===== config.mk =====
export PLATFORM = sky130hd
export DESIGN_NAME = gpc_port
export DESIGN_NICKNAME = d
export VERILOG_FILES = /design/src/common/gpc_pkg.sv /design/src/core/gpc_port.sv /design/src/core/gpc_sync.sv
export VERILOG_INCLUDE_DIRS = /design/src /design/src/common
export SDC_FILE = /design/constraint.sdc
export NUM_CORES = 1
export LEC_CHECK = 0
export BUFFER_PORTS_ARGS = -buffer_cell sky130_fd_sc_hd__buf_2
export CORE_MARGIN = 1.5
export CORE_UTILIZATION = 30
export CTS_CLUSTER_SIZE = 40
export DETAILED_ROUTE_END_ITERATION = 10
export PLACE_DENSITY = 0.52
export SLEW_MARGIN = 20
export SYNTH_ARGS = -nofsm -noshare
export SYNTH_HDL_FRONTEND = slang
export SYNTH_SLANG_ARGS = --single-unit

===== constraint.sdc =====
create_clock -name clock_i -period 1.8 [get_ports clock_i]
set_input_delay 0.18 -clock clock_i [delete_from_list [all_inputs] [get_ports clock_i]]
set_output_delay 0.18 -clock clock_i [all_outputs]
set_load 0.01 [all_outputs]

===== src/common/gpc_defines.svh =====
// register offsets, field positions, reset values and response codes
`ifndef GPC_DEFINES_SVH
`define GPC_DEFINES_SVH
`define GPC_OFS_DATA      8'h00
`define GPC_OFS_DIR       8'h04
`define GPC_OFS_COMPANION 8'h08
`define GPC_OFS_IRQ_FLAGS 8'h0C
`define GPC_OFS_IRQ_MASK  8'h10
`define GPC_PULLUP_BIT    7
`define GPC_CHANGE_BIT    7
`define GPC_DIR_RESET     8'hFF
`define GPC_DATA_RESET    8'h00
`define GPC_COMP_RESET    8'h00
`define GPC_MASK_RESET    8'h00
`define GPC_RESP_OKAY     2'h0
`define GPC_RESP_SLVERR   2'h2
`endif


===== src/common/gpc_pkg.sv =====
// types shared by the port block
package gpc_pkg;
    typedef logic [7:0] gpc_byte_t;
    typedef enum logic [2:0] {
        GPC_W_IDLE = 3'h1,
        GPC_W_EXEC = 3'h2,
        GPC_W_RESP = 3'h4
    } gpc_wstate_e;
endpackage : gpc_pkg


===== src/core/gpc_port.sv =====
// eight-bit bidirectional port with change interrupt, axi4-lite slave
// Notes on behaviour
// there are eight pins, each with a data bit and a direction bit.
// a direction bit of 1 makes the pin an input, 0 drives the latch out.
// reading the data register gives pin levels; writes go to the latch.
// clearing the active-low bit 7 of the companion register enables pulls.
// a pin set as output never has its weak pull-up on.
// pull-ups are enabled after every reset.
// output pins are left out of the change comparison.
// input pins mismatching the latch are ORed into flag bit 7.
// an asserted change interrupt wakes the device from halt.
// the flag keeps setting while any input mismatch remains.
// software reads and writes back the port before clearing the flag.
// change wake-up is best used when the port serves only that purpose.
// pin levels are synchronised before the change comparison.
//
// The register offsets and the AXI4-Lite interface to the registers are this design's own decisions.
`timescale 1ns/1ps
`include "gpc_defines.svh"
module gpc_port #(
    parameter int PINS = 8
) (
    input  wire logic            clock_i,
    input  wire logic            reset_n_i,
    input  wire logic [7:0]      s_axi_awaddr,
    input  wire logic            s_axi_awvalid,
    output logic                 s_axi_awready,
    input  wire logic [31:0]     s_axi_wdata,
    input  wire logic [3:0]      s_axi_wstrb,
    input  wire logic            s_axi_wvalid,
    output logic                 s_axi_wready,
    output logic [1:0]           s_axi_bresp,
    output logic                 s_axi_bvalid,
    input  wire logic            s_axi_bready,
    input  wire logic [7:0]      s_axi_araddr,
    input  wire logic            s_axi_arvalid,
    output logic                 s_axi_arready,
    output logic [31:0]          s_axi_rdata,
    output logic [1:0]           s_axi_rresp,
    output logic                 s_axi_rvalid,
    input  wire logic            s_axi_rready,
    input  wire logic [PINS-1:0] port_pin_bits_i,
    output logic      [PINS-1:0] port_pin_bits_o,
    output logic      [PINS-1:0] port_pin_bits_oe_o,
    output logic      [PINS-1:0] pullup_en_o,
    input  wire logic            halted_i,
    output logic                 wake_o,
    output logic                 irq_o
);
    logic [PINS-1:0]      pins_sync;
    logic [PINS-1:0]      latch_r;
    logic [PINS-1:0]      latch_nxt;
    logic [PINS-1:0]      dir_r;
    logic [PINS-1:0]      dir_nxt;
    logic [7:0]           comp_r;
    logic [7:0]           comp_nxt;
    logic                 flag_r;
    logic                 flag_nxt;
    logic                 mask_r;
    logic                 mask_nxt;
    logic [PINS-1:0]      mismatch;
    logic                 change;

    gpc_pkg::gpc_wstate_e wst_r;
    gpc_pkg::gpc_wstate_e wst_nxt;
    logic                 aw_have_r;
    logic                 aw_have_nxt;
    logic                 w_have_r;
    logic                 w_have_nxt;
    logic [7:0]           awaddr_r;
    logic [7:0]           awaddr_nxt;
    logic [31:0]          wdata_r;
    logic [31:0]          wdata_nxt;
    logic                 wstrb0_r;
    logic                 wstrb0_nxt;
    logic [1:0]           bresp_r;
    logic [1:0]           bresp_nxt;
    logic                 rvalid_r;
    logic                 rvalid_nxt;
    logic [31:0]          rdata_r;
    logic [31:0]          rdata_nxt;
    logic [1:0]           rresp_r;
    logic [1:0]           rresp_nxt;

    // pin levels are asynchronous to the core clock
    gpc_sync #(.WIDTH(PINS)) u_sync (
        .clock_i   (clock_i),
        .reset_n_i (reset_n_i),
        .async_i   (port_pin_bits_i),
        .sync_o    (pins_sync)
    );

    assign port_pin_bits_o    = latch_r;
    assign port_pin_bits_oe_o = ~dir_r;
    // pulls only on inputs, all gated by the shared low-active bit
    assign pullup_en_o = dir_r &
        {PINS{~comp_r[`GPC_PULLUP_BIT]}};
    assign mismatch = dir_r & (pins_sync ^ latch_r);
    assign change   = |mismatch;
    assign irq_o    = flag_r & mask_r;
    assign wake_o   = halted_i & irq_o;

    assign s_axi_awready = (wst_r == gpc_pkg::GPC_W_IDLE) && !aw_have_r;
    assign s_axi_wready  = (wst_r == gpc_pkg::GPC_W_IDLE) && !w_have_r;
    assign s_axi_bvalid  = (wst_r == gpc_pkg::GPC_W_RESP);
    assign s_axi_bresp   = bresp_r;
    assign s_axi_arready = !rvalid_r;
    assign s_axi_rvalid  = rvalid_r;
    assign s_axi_rdata   = rdata_r;
    assign s_axi_rresp   = rresp_r;

    // write channel: address and data in either order
    always_comb begin
        wst_nxt     = wst_r;
        aw_have_nxt = aw_have_r;
        w_have_nxt  = w_have_r;
        awaddr_nxt  = awaddr_r;
        wdata_nxt   = wdata_r;
        wstrb0_nxt  = wstrb0_r;
        bresp_nxt   = bresp_r;
        unique case (wst_r)
            gpc_pkg::GPC_W_IDLE: begin
                if (s_axi_awvalid && s_axi_awready) begin
                    aw_have_nxt = 1'h1;
                    awaddr_nxt  = s_axi_awaddr;
                end
                if (s_axi_wvalid && s_axi_wready) begin
                    w_have_nxt = 1'h1;
                    wdata_nxt  = s_axi_wdata;
                    wstrb0_nxt = s_axi_wstrb[0];
                end
                if (aw_have_nxt && w_have_nxt) begin
                    wst_nxt = gpc_pkg::GPC_W_EXEC;
                end
            end
            gpc_pkg::GPC_W_EXEC: begin
                unique case (awaddr_r)
                    `GPC_OFS_DATA, `GPC_OFS_DIR, `GPC_OFS_COMPANION,
                    `GPC_OFS_IRQ_FLAGS, `GPC_OFS_IRQ_MASK:
                        bresp_nxt = `GPC_RESP_OKAY;
                    default: bresp_nxt = `GPC_RESP_SLVERR;
                endcase
                wst_nxt = gpc_pkg::GPC_W_RESP;
            end
            gpc_pkg::GPC_W_RESP: begin
                if (s_axi_bready) begin
                    wst_nxt     = gpc_pkg::GPC_W_IDLE;
                    aw_have_nxt = 1'h0;
                    w_have_nxt  = 1'h0;
                end
            end
        endcase
    end

    // register file; writes commit in the exec state
    always_comb begin
        logic wr;
        wr        = (wst_r == gpc_pkg::GPC_W_EXEC) && wstrb0_r;
        latch_nxt = latch_r;
        dir_nxt   = dir_r;
        comp_nxt  = comp_r;
        mask_nxt  = mask_r;
        flag_nxt  = flag_r;
        if (wr) begin
            unique case (awaddr_r)
                `GPC_OFS_DATA:      latch_nxt = wdata_r[PINS-1:0];
                `GPC_OFS_DIR:       dir_nxt   = wdata_r[PINS-1:0];
                `GPC_OFS_COMPANION: comp_nxt  = wdata_r[7:0];
                `GPC_OFS_IRQ_MASK:  mask_nxt  = wdata_r[`GPC_CHANGE_BIT];
                `GPC_OFS_IRQ_FLAGS: begin
                    if (wdata_r[`GPC_CHANGE_BIT]) begin
                        flag_nxt = 1'h0;
                    end
                end
                default: ;
            endcase
        end
        // set wins over a clear in the same cycle
        if (change) begin
            flag_nxt = 1'h1;
        end
    end

    // read channel: one cycle from address to data
    always_comb begin
        rvalid_nxt = rvalid_r;
        rdata_nxt  = rdata_r;
        rresp_nxt  = rresp_r;
        if (rvalid_r && s_axi_rready) begin
            rvalid_nxt = 1'h0;
        end
        if (s_axi_arvalid && s_axi_arready) begin
            rvalid_nxt = 1'h1;
            rdata_nxt  = 32'h0000_0000;
            rresp_nxt  = `GPC_RESP_OKAY;
            unique case (s_axi_araddr)
                `GPC_OFS_DATA:      rdata_nxt[PINS-1:0] = pins_sync;
                `GPC_OFS_DIR:       rdata_nxt[PINS-1:0] = dir_r;
                `GPC_OFS_COMPANION: rdata_nxt[7:0]      = comp_r;
                `GPC_OFS_IRQ_FLAGS: rdata_nxt[`GPC_CHANGE_BIT] = flag_r;
                `GPC_OFS_IRQ_MASK:  rdata_nxt[`GPC_CHANGE_BIT] = mask_r;
                default:            rresp_nxt = `GPC_RESP_SLVERR;
            endcase
        end
    end

    always_ff @(posedge clock_i) begin
        if (!reset_n_i) begin
            latch_r   <= `GPC_DATA_RESET;
            dir_r     <= `GPC_DIR_RESET;
            comp_r    <= `GPC_COMP_RESET;
            flag_r    <= 1'h0;
            mask_r    <= 1'h0;
            wst_r     <= gpc_pkg::GPC_W_IDLE;
            aw_have_r <= 1'h0;
            w_have_r  <= 1'h0;
            awaddr_r  <= 8'h00;
            wdata_r   <= 32'h0000_0000;
            wstrb0_r  <= 1'h0;
            bresp_r   <= `GPC_RESP_OKAY;
            rvalid_r  <= 1'h0;
            rdata_r   <= 32'h0000_0000;
            rresp_r   <= `GPC_RESP_OKAY;
        end else begin
            latch_r   <= latch_nxt;
            dir_r     <= dir_nxt;
            comp_r    <= comp_nxt;
            flag_r    <= flag_nxt;
            mask_r    <= mask_nxt;
            wst_r     <= wst_nxt;
            aw_have_r <= aw_have_nxt;
            w_have_r  <= w_have_nxt;
            awaddr_r  <= awaddr_nxt;
            wdata_r   <= wdata_nxt;
            wstrb0_r  <= wstrb0_nxt;
            bresp_r   <= bresp_nxt;
            rvalid_r  <= rvalid_nxt;
            rdata_r   <= rdata_nxt;
            rresp_r   <= rresp_nxt;
        end
    end
endmodule : gpc_port


===== src/core/gpc_sync.sv =====
// two-flop synchroniser for the port pin levels
`timescale 1ns/1ps
module gpc_sync #(
    parameter int WIDTH = 8
) (
    input  wire logic             clock_i,
    input  wire logic             reset_n_i,
    input  wire logic [WIDTH-1:0] async_i,
    output logic      [WIDTH-1:0] sync_o
);
    logic [WIDTH-1:0] meta_r;
    logic [WIDTH-1:0] meta_nxt;
    logic [WIDTH-1:0] sync_r;
    logic [WIDTH-1:0] sync_nxt;

    always_comb begin
        meta_nxt = async_i;
        sync_nxt = meta_r;
    end

    always_ff @(posedge clock_i) begin
        if (!reset_n_i) begin
            meta_r <= '0;
            sync_r <= '0;
        end else begin
            meta_r <= meta_nxt;
            sync_r <= sync_nxt;
        end
    end

    assign sync_o = sync_r;
endmodule : gpc_sync


## Yosys cells after proc, flatten, opt, wreduce, memory -nomap -nowiden

Index checks and enable logic that the tools add are counted.

- Bits in registers: 77
- Output and inout port bits: 67
- Logic and storage cells: 87

- Equal/unequal tests: 13
- Multiplexer cells: 20
- Bitwise logic cells: 7
- Reductions and logical operators: 30

Operators by type and width:

| kind | count |
|---|---|
| 8-bit by 4-bit == test with 1-bit output, second input constant | 4 |
| 7-bit case mux with 3 select lines | 1 |
| 8-bit bitwise AND | 2 |
| 8-bit by 3-bit == test with 1-bit output, second input constant | 2 |
| 8-bit by 5-bit == test with 1-bit output, second input constant | 2 |
| 8-bit logical NOT | 2 |
| 2-bit AND reduction | 8 |
| 1-bit two-way mux | 11 |
| 2-bit nonzero test | 5 |
| 5-bit OR reduction | 2 |
| 3-bit case mux with 3 select lines | 1 |
| 1-bit logical AND | 8 |
| 8-bit NOT | 1 |
| 8-bit OR reduction | 1 |
| 8-bit XOR | 1 |
| 3-bit two-way mux | 2 |
| 1-bit case mux with 5 select lines | 1 |
| 2-bit two-way mux | 2 |
| 2-bit by 1-bit inequality test with 1-bit output, second input constant | 2 |
| 1-bit case mux with 2 select lines | 2 |
| 3-bit by 1-bit == test with 1-bit output, second input constant | 1 |
| 3-bit by 2-bit == test with 1-bit output, second input constant | 1 |
| 3-bit == test, second input constant | 1 |
| 1-bit logical NOT | 3 |
| 3 further kinds | 4 |

## Depth between registers and ports, before layout

Gate-level depths: netlist of the first run.

- Depth in word-level cells: 8
- Depth in mapped cells: 5
- Mapped depth without buffers: 4

## Modules after synthesis

Synthesis of the first run repeated with hierarchy kept, for this count alone.

- Cells, all modules: 355
- Area total of the unflattened synthesis: 3,355.7 sq um

By module, submodules not included:

| module | times used | cells an instance | area an instance (sq um) | seq. area each (sq um) |
|---|---|---|---|---|
| gpc_port | 1 | 322 | 2,909.0 | 1,181.1 |
| gpc_sync | 1 | 33 | 446.7 | 320.3 |

## Worst setup path before layout of the first run

No wires, ideal clock.

- Path type: register -> register
- Start: reg awaddr_r[4]
- End: reg latch_r[0] (netlist: port_pin_bits_o[0])
- Library setup time: 128 ps
- Data arrival time: 1,317 ps
- Required time: 1,672 ps
- Slack: 355 ps
- Cell stages (with the launch flop): 5
- Clock period less this slack: 1,445 ps
- Path through: dfxtp_1 > nor4_4 > nand3_2 > mux2i_1 > nor2_1

- Longest elaborated chain between the ends: 2

RTL lines:

| item | RTL line | source |
|---|---|---|
| start: declaration | gpc_port.sv:70 | `logic [7:0] awaddr_r;` |
| start signal: assignment | gpc_port.sv:233 | `awaddr_r <= awaddr_nxt;` |
| 8-bit logical NOT | gpc_port.sv:165 | `unique case (awaddr_r)` |
| 2-bit AND reduction (no source line) | -- |  |
| end signal: assignment | gpc_port.sv:209 | `` latch_r <= `GPC_DATA_RESET; `` |
| end signal: assignment | gpc_port.sv:225 | `latch_r <= latch_nxt;` |
| end: declaration | gpc_port.sv:51 | `logic [PINS-1:0] latch_r;` |

Every way passes these cells.
A chain may end at the register's enable or synchronous reset.

## Worst setup path after layout of the first run

- Start: reg awaddr_r[4]
- End: reg comp_r[6]

- Longest elaborated chain between the ends: 2

RTL lines:

| item | RTL line | source |
|---|---|---|
| 8-bit by 4-bit == test with 1-bit output | gpc_port.sv:165 |  |
| 2-bit AND reduction (no source line) | -- |  |
| end signal: assignment | gpc_port.sv:211 | `` comp_r <= `GPC_COMP_RESET; `` |
| end signal: assignment | gpc_port.sv:227 | `comp_r <= comp_nxt;` |
| end: declaration | gpc_port.sv:55 | `logic [7:0] comp_r;` |

Every way passes these cells.

==> results of run 1 <==
power groups by stage:
stage	clock [W]	combinational (W)	sequential [W]
floorplan	0	0.000318	0.00181
global placement	0	0.000418	0.00182
detailed placement	0	0.000425	0.00183
CTS	0.00136	0.000429	0.00179
global route	0.00143	0.000480	0.00180
finish	0.00131	0.000429	0.00179
synthesized netlist by cell type (2+ instances only):
| cell | number |
|---|---|
| nand4_4 | 2 |
| a22o_1 | 7 |
| o22ai_1 | 6 |
| and2_1 | 17 |
| nand4_1 | 2 |
| nor2b_1 | 5 |
| nor2_1 | 41 |
| buf_2 | 3 |
| nor3_1 | 3 |
| nor4_1 | 2 |
| buf_4 | 26 |
| o21ai_0 | 10 |
| clkbuf_1 | 10 |
| a21oi_1 | 11 |
| a211oi_1 | 2 |
| nand2_1 | 29 |
| nand3_1 | 12 |
| dfxtp_1 | 75 |
| and3_1 | 2 |
| mux2i_1 | 43 |
| inv_1 | 11 |
| xnor2_1 | 8 |
| a22oi_1 | 2 |
| nor3b_1 | 4 |
per-stage QoR:
stage / instance area (sq um) / utilization / worst slack, ns
floorplan: 3330 / - / 0.355
global placement: 3720 / 0.358 / 0.148
detailed placement: 3720 / 0.358 / 0.0996
CTS: 3930 / 0.379 / 0.0954
global route: 3940 / 0.380 / 0.00940
finish: 3940 / 0.380 / 0.139
how the worst max path moves through the flow:
| stage | start | depth (start not counted) | endpoint | slack (ns) |
|---|---|---|---|---|
| 3_5_place_dp | awaddr_r[4]$_SDFFE_PN0P_ | 4 | port_pin_bits_o[7]$_SDFFE_PN0P_ | 0.1 |
| 5_1_grt | awaddr_r[4]$_SDFFE_PN0P_ | 4 | comp_r[6]$_SDFFE_PN0P_ | 0.009 |
| 4_1_cts | awaddr_r[4]$_SDFFE_PN0P_ | 4 | port_pin_bits_o[7]$_SDFFE_PN0P_ | 0.1 |
| 3_3_place_gp | awaddr_r[4]$_SDFFE_PN0P_ | 4 | port_pin_bits_o[1]$_SDFFE_PN0P_ | 0.15 |
| 6_report | awaddr_r[4]$_SDFFE_PN0P_ | 4 | comp_r[6]$_SDFFE_PN0P_ | 0.14 |
| 2_1_floorplan | awaddr_r[4]$_SDFFE_PN0P_ | 4 | port_pin_bits_o[0]$_SDFFE_PN0P_ | 0.36 |
state kept, by name (all words and copies together), names as in the netlist, 3 cells and up:
name             flops
awaddr_r             8
comp_r               8
dir_r                8
port_pin_bits_o      8
s_axi_rdata          8
u_sync.meta_r        8
u_sync.sync_o        8
wdata_r              8
wst_r                3
layout make-up:
| class | count | area (sq um) |
|---|---|---|
| tap | 136 | 170 |
| fill | 1106 | 6430 |
| clock buffer | 9 | 124 |
| timing repair buffer | 90 | 488 |
| sequential | 75 | 1500 |
| clock inverter | 7 | 77.6 |
| multi-input combinational | 244 | 1530 |
| inverter | 11 | 41.3 |
layer usage:
layer / global-route usage / share of wire / up-vias
met5: 0 / 0 / -
met4: 0.0438 / 0.012 / 0
met3: 0.0371 / 0.052 / 11
met2: 0.230 / 0.45 / 82
met1: 0.183 / 0.49 / 1196
li1: - / - / 1292
cells in the final DEF, fill, tap and decap left out, types with 2 or more instances in the layout:
| cell type | netlist | final |
|---|---|---|
| buf_4 | 26 | 7 |
| nor3_1 | 3 | 3 |
| dfxtp_1 | 75 | 75 |
| and3_1 | 2 | 2 |
| nand2_1 | 29 | 29 |
| nor2_1 | 41 | 41 |
| mux2i_1 | 43 | 43 |
| a211oi_1 | 2 | 2 |
| inv_1 | 11 | 11 |
| a22oi_1 | 2 | 2 |
| conb_1 | 1 | 26 |
| clkinv_4 | 0 | 3 |
| nor3b_1 | 4 | 4 |
| a21oi_1 | 11 | 11 |
| nor4_1 | 2 | 2 |
| xnor2_1 | 8 | 8 |
| and2_1 | 17 | 17 |
| a22o_1 | 7 | 7 |
| o22ai_1 | 6 | 6 |
| nor2b_1 | 5 | 5 |
| nand4_1 | 2 | 2 |
| o21ai_0 | 10 | 10 |
| buf_2 | 3 | 81 |
| nand3_1 | 12 | 12 |
| nand4_4 | 2 | 2 |
| clkbuf_8 | 0 | 9 |
timing repair:
| action | in CTS | in global routing |
|---|---|---|
| hold buffers | 1 | 0 |
| hold endpoints to repair | 1 | 0 |
| gates resized for setup | 0 | 1 |
| endpoints found under the setup margin | 0 | 5 |
cells by family after synthesis:
| logic type | after synthesis | share of synthesized area |
|---|---|---|
| buffers and inverters | 51 | 0.0928 |
| flip-flops | 75 | 0.464 |
| XOR/XNOR | 8 | 0.0217 |
| AO/OA/AOI/OAI | 40 | 0.0770 |
| other | 1 | 0.00116 |
| AND/OR/NAND/NOR | 127 | 0.210 |
| multiplexers | 43 | 0.133 |
==> out/qor.csv, run 1 <==
metric;value;unit
cp_data_arrival_time;1.89;ns
netlist.area_leader.share;0.464;
hp-start;port_pin_bits_i[5];
async_reset_ff_frac;0;
ant_nets;0;
yosysUniqueCellTypes;36;
drt_iter0_drc;121;
clockBufferDepth;2;
path_cells;nor4_4 > nand4_4 > mux2i_1 > nor2_1;
drc;0;
grt_pass1_wl;12300;microns
worst_clock_skew;0.00988;ns
max_freq;602;MHz
ys_ff_latch;75;
r2r_slack;0.14;ns
p_sw_frac;0.273;
vdd.ir_drop.worst;0.397;mV
io_buffer_count;81;
critPathBufInv;0;
tightest_slew;0.625;ns
cpPeakStageDelay;0.55;ns
powerDensity;896;nW/um^2
syn_avg_cell_area;9.37;sq um
min_path_type;in2reg;
power_frac_comb;0.121;
antenna_found_initial;0;
maxSlewHeadroom;0.581;
seq_area_frac_synth;0.464;
worstSetupPathType;reg2reg;
clockRootBuffer;clkbuf_8;
drive_gt1_frac;0.255;
hold_path_depth;2;
setup_viol;0;
vias_per_cell;4.51;
cap_viol_max_count;0;
hold_viol;0;
cts_tree;built;
setup_tns;0;ns
critPathCaptureType;register;
post_drt_wl_per_cell;13.5;microns
hold-path-endpoint;u_sync.meta_r[5]$_SDFF_PN0_;
htreeDepth;3;
grt_usage;0.141;
synth_top_area_cell;dfxtp_1;
timing.final.crit_share;0.923;
instances_no_fill;572;
grt_max_degree;40;
syn_inst;345;
worstReg2RegEnd;comp_r[6]$_SDFFE_PN0P_;
rows;37;
power.leakage;1.93;nW
overflow;0;
area_growth;21.7;%
die_y;107;microns
synth_top_flop_cell;dfxtp_1;
synth_edf_count;0;
core;10400;sq um
die_area;11400;sq um
io_pins;135;
r2r_cells;4;
rsz0062_at_grt;no;
p_sw;0.000964;W
startpoint_type;register;
crit_required;2.02;ns
path_clk_slew;0.09;ns
slew_viol_final;0;
cp_slowest_cell;nor4_4;
pwr-share-seq;0.507;
holdWs;0.0220;ns
grt_pass1_vias;2486;
dp_cells;555;
fp.dieW;107;microns
ys_warn_count;0;
gp_congestion;0.780;
ys_top_cells_by_area;dfxtp_1, mux2i_1, buf_4;
netlist_area;3230;sq um
num_vias;2581;
start_util;0.312;
period_needed;1.66;ns
hpwlAfterDp;5630;microns
clkSinkCount;75;
dr.pass1.iters;5;
clockPowerShare;0.372;
diodes;0;
status;finished, final reports clean;
cts_setup_buffers;0;
cp_top_family;simple AND/OR/NAND/NOR gates;
intPower;0.00256;W
total_power;0.00353;W
clkLatencyLatePin;0.36;ns
crit_fanout;8;
routed_wl;7740;microns
numCtsBuffers;9;
nets;499;
reg2reg_from;awaddr_r[4]$_SDFFE_PN0P_;
Power figures use the tool's default switching activity.
==> run 2: changes to the inputs <==
- CORE_MARGIN: 1.5 -> 4
==> out/qor.csv, run 2 (synthesis gave the netlist of run 1 again) <==
metric;value;unit
grt_max_degree;30;
cp_data_arrival_time;1.85;ns
io_pins;135;
min_path_type;in2reg;
worstSetupPathType;reg2reg;
core;10400;sq um
powerDensity;917;nW/um^2
gp_congestion;0.772;
fp.dieW;112;microns
status;finished, final reports clean;
cts_hold_buf;0;
rows;37;
final_cell_mix;buf_2, dfxtp_1, mux2i_1, nor2_1, nand2_1;
worstReg2RegEnd;port_pin_bits_o[2]$_SDFFE_PN0P_;
p_sw;0.000923;W
period_needed;1.62;ns
holdWs;0.0244;ns
num_vias;2564;
numCtsBuffers;9;
drc;0;
cts_setup_buffers;0;
clkLatencyLatePin;0.34;ns
slew_viol_final;0;
cp_slowest_cell;nor4_4;
cts_tree;built;
die_y;112;microns
reg2reg_from;awaddr_r[4]$_SDFFE_PN0P_;
clockRootBuffer;clkbuf_8;
power.leakage;1.94;nW
area_growth;21.8;%
setup_viol;0;
critPathCaptureType;register;
intPower;0.00269;W
grt_pass1_vias;2441;
timing.final.crit_share;0.899;
grt_pass1_wl;12700;microns
maxSlewHeadroom;0.561;
p_sw_frac;0.256;
diodes;0;
overflow;0;
r2r_slack;0.18;ns
total_power;0.00361;W
post_cts_resized;0;
power_frac_comb;0.116;
pwr-share-seq;0.495;
postPlaceCellArea;3720;sq um
utilization;0.378;
clkSinkCount;75;
rsz0062_at_grt;no;
die_area;12500;sq um
hp-start;s_axi_rready;
vdd.ir_drop.worst;0.384;mV
max_freq;618;MHz
start_util;0.311;
ant_nets;0;
path_clk_slew;0.08;ns
drt_iter0_drc;62;
hpwlAfterDp;5830;microns
design_area;3940;sq um
nets;500;
setup_tns;0;ns
clockPowerShare;0.389;
crit_fanout;8;
worst_clock_skew;0.00751;ns
vias_per_cell;4.48;
io_buffer_count;81;
routed_wl;7960;microns
tightest_slew;0.656;ns
dr.pass1.iters;4;
cap_viol_max_count;0;
hold_path_depth;2;
antenna_found_initial;0;
clockBufferDepth;2;
post_drt_wl_per_cell;13.9;microns
hold_viol;0;
r2r_cells;4;
htreeDepth;3;
startpoint_type;register;
final_common_cell;buf_2;
crit_required;2.03;ns
grt_usage;0.128;
hold-path-endpoint;s_axi_rvalid$_SDFFE_PN0P_;
cpPeakStageDelay;0.49;ns
path_cells;nor4_4 > nand3_2 > mux2i_1 > nor2_1;
drive_gt1_frac;0.259;
## run 2: worst max path at each step
stage                                   startpoint                              end  slack [ns]
after floorplan           awaddr_r[4]$_SDFFE_PN0P_  port_pin_bits_o[0]$_SDFFE_PN0P_        0.36
after global placement    awaddr_r[4]$_SDFFE_PN0P_  port_pin_bits_o[6]$_SDFFE_PN0P_        0.16
after detailed placement  awaddr_r[4]$_SDFFE_PN0P_  port_pin_bits_o[4]$_SDFFE_PN0P_        0.15
after CTS                    wst_r[0]$_SDFFE_PN1P_                     s_axi_wready        0.14
after global routing      awaddr_r[4]$_SDFFE_PN0P_  port_pin_bits_o[6]$_SDFFE_PN0P_        0.04
final                     awaddr_r[4]$_SDFFE_PN0P_  port_pin_bits_o[2]$_SDFFE_PN0P_        0.18
## run 2: power by group through the flow
stage	registers, W	logic [W]	clock network [W]
global placement	0.00182	0.000419	0
global route	0.00180	0.000474	0.00153
finish	0.00179	0.000420	0.00140
floorplan	0.00181	0.000318	0
detailed placement	0.00183	0.000425	0
CTS	0.00179	0.000425	0.00146
## run 2: layout make-up
cell class,count,area [sq um]
tap,136,170
sequential,75,1500
clock inverter,6,90.1
timing repair buffer,91,480
inverter,11,41.3
clock buffer,9,124
fill,1101,6480
multi-input combinational,244,1530
## run 2: worst max-delay path, delay by kind of cell, from the launching register on
family / cells / cell delay (ns)
muxes: 1 / 0.25
and+or+nand+nor: 3 / 0.90
DFF: 1 / 0.35
## run 2: per-stage QoR
step	cells	worst slack [ns]
after floorplan	370	0.355
after detailed placement	557	0.151
after global routing	572	0.0409
after CTS	572	0.137
after global placement	557	0.164
final	572	0.181
## run 2: routing by layer
metal  up-vias  wire length, microns  share of wire  global-route usage
li1       1295                     -              -                   -
met1      1171                  4020           0.50               0.179
met2        90                  3250           0.41               0.184
met3         8                   585          0.074              0.0473
met4         0                   102          0.013              0.0357
met5         -                     0              0                   0
==> run 3: changes to the inputs <==
- CELL_PAD_IN_SITES_DETAIL_PLACEMENT: unset -> 1
- CELL_PAD_IN_SITES_GLOBAL_PLACEMENT: unset -> 1
- GPL_ROUTABILITY_DRIVEN: unset -> 0
- PLACE_DENSITY: 0.52 -> 0.68
==> out/qor.csv, run 3 (synthesis gave the netlist of run 1 again) <==
metric;value;unit
status;finished, final reports clean;
period_needed;1.65;ns
clkSinkCount;75;
tightest_slew;0.507;ns
hp-start;port_pin_bits_i[2];
routed_wl;8230;microns
overflow;0;
io_buffer_count;81;
multi_input_area;1530;sq um
r2r_slack;0.15;ns
setup_viol;0;
grt_pass1_wl;13600;microns
die_y;112;microns
reg2reg_from;awaddr_r[4]$_SDFFE_PN0P_;
drt-met1-wl;3760;microns
vias_per_cell;4.53;
rows;37;
drc;0;
top_layer;met4;
antenna_found_initial;0;
grt_usage;0.134;
ant_nets;0;
post_cts_resized;0;
final_common_cell;buf_2;
dr.pass1.iters;4;
fp.dieW;112;microns
worstSetupPathType;reg2reg;
clockRootBuffer;clkbuf_8;
cts_setup_buffers;0;
timing.final.crit_share;0.916;
cts_hold_buf;1;
numCtsBuffers;9;
hold-path-endpoint;u_sync.meta_r[2]$_SDFF_PN0_;
slew_viol_final;0;
die_area;12500;sq um
drive_gt1_frac;0.258;
num_vias;2600;
path_clk_slew;0.09;ns
nets;501;
hpwlAfterDp;6270;microns
maxSlewHeadroom;0.661;
post_drt_wl_per_cell;14.3;microns
diodes;0;
critPathCaptureType;register;
clockBufferDepth;2;
worst_clock_skew;0.0112;ns
r2r_cells;4;
setup_tns;0;ns
powerDensity;873;nW/um^2
cp_data_arrival_time;1.87;ns
min_path_type;in2reg;
rsz0062_at_grt;no;
grt_max_degree;39;
worstReg2RegEnd;port_pin_bits_o[6]$_SDFFE_PN0P_;
area_growth;20.9;%
clkLatencyLatePin;0.35;ns
hold_viol;0;
route.met3.wl;353;microns
utilization;0.375;
final_cell_mix;buf_2, dfxtp_1, mux2i_1, nor2_1, nand2_1;
power.leakage;1.92;nW
vdd.ir_drop.worst;0.418;mV
htreeDepth;3;
startpoint_type;register;
seqCellArea;1500;sq um
fillCellCount;1249;
grt_pass1_vias;2737;
wl_met2;4010;microns
io_pins;135;
crit_fanout;8;
cap_viol_max_count;0;
crit_required;2.02;ns
start_util;0.311;
hold_path_depth;2;
core;10400;sq um
max_freq;607;MHz
cts_tree;built;
drt_iter0_drc;59;
## run 3: cell types whose count changed in the layout (fill, tap and decap cells not counted), sizes merged
cell,before,now
inv,12,15
bufinv,2,0
clkinv,2,1
clkinvlp,1,2
dlygate4sd3,0,1
## run 3: worst max path at each step
stage	startpoint	endpoint	slack [ns]	cells after the start
after CTS	awaddr_r[4]$_SDFFE_PN0P_	port_pin_bits_o[1]$_SDFFE_PN0P_	0.1	4
after global placement	awaddr_r[4]$_SDFFE_PN0P_	port_pin_bits_o[0]$_SDFFE_PN0P_	0.14	4
after floorplan	awaddr_r[4]$_SDFFE_PN0P_	port_pin_bits_o[0]$_SDFFE_PN0P_	0.36	4
after detailed placement	awaddr_r[4]$_SDFFE_PN0P_	port_pin_bits_o[1]$_SDFFE_PN0P_	0.12	4
after global routing	wst_r[1]$_SDFFE_PN0P_	port_pin_bits_o[5]$_SDFFE_PN0P_	0.007	5
final	awaddr_r[4]$_SDFFE_PN0P_	port_pin_bits_o[6]$_SDFFE_PN0P_	0.15	4
## run 3: metal layers
layer,GRT usage,up-vias
met5,0,-
met4,0.0470,0
met3,0.0304,10
met2,0.225,64
met1,0.168,1234
li1,-,1292
## run 3: area by class of cell
type	count	area share
clock buffer	9	0.0317
clock inverter	7	0.0147
inverter	11	0.0106
multi-input combinational	244	0.390
sequential	75	0.384
tap	136	0.0435
timing repair buffer	92	0.125
## run 3: metrics by stage
| stage | instances | area [sq um] | hold slack (ns) | setup slack [ns] | total power [W] |
|---|---|---|---|---|---|
| 6_report | 574 | 3910 | 0.0303 | 0.152 | 0.00342 |
| 5_1_grt | 574 | 3910 | 0.00836 | 0.00709 | 0.00361 |
| 4_1_cts | 574 | 3910 | 0.0169 | 0.0959 | 0.00347 |
| 3_5_place_dp | 557 | 3720 | 0.377 | 0.115 | 0.00225 |
| 3_3_place_gp | 557 | 3720 | 0.374 | 0.142 | 0.00224 |
| 2_1_floorplan | 370 | 3330 | 0.279 | 0.355 | 0.00213 |
## run 3: power by group
group / internal (W) / switching (W)
logic: 0.000186 / 0.000235
clock network: 0.000522 / 0.000686
registers: 0.00172 / 0.0000629
total: 0.00243 / 0.000984
## run 3: critical path, cell delays in order, from the launching register on
cell	delay, ns
dfxtp_1	0.36
nor4_4	0.49
nand3_2	0.37
mux2i_1	0.25
nor2_1	0.05
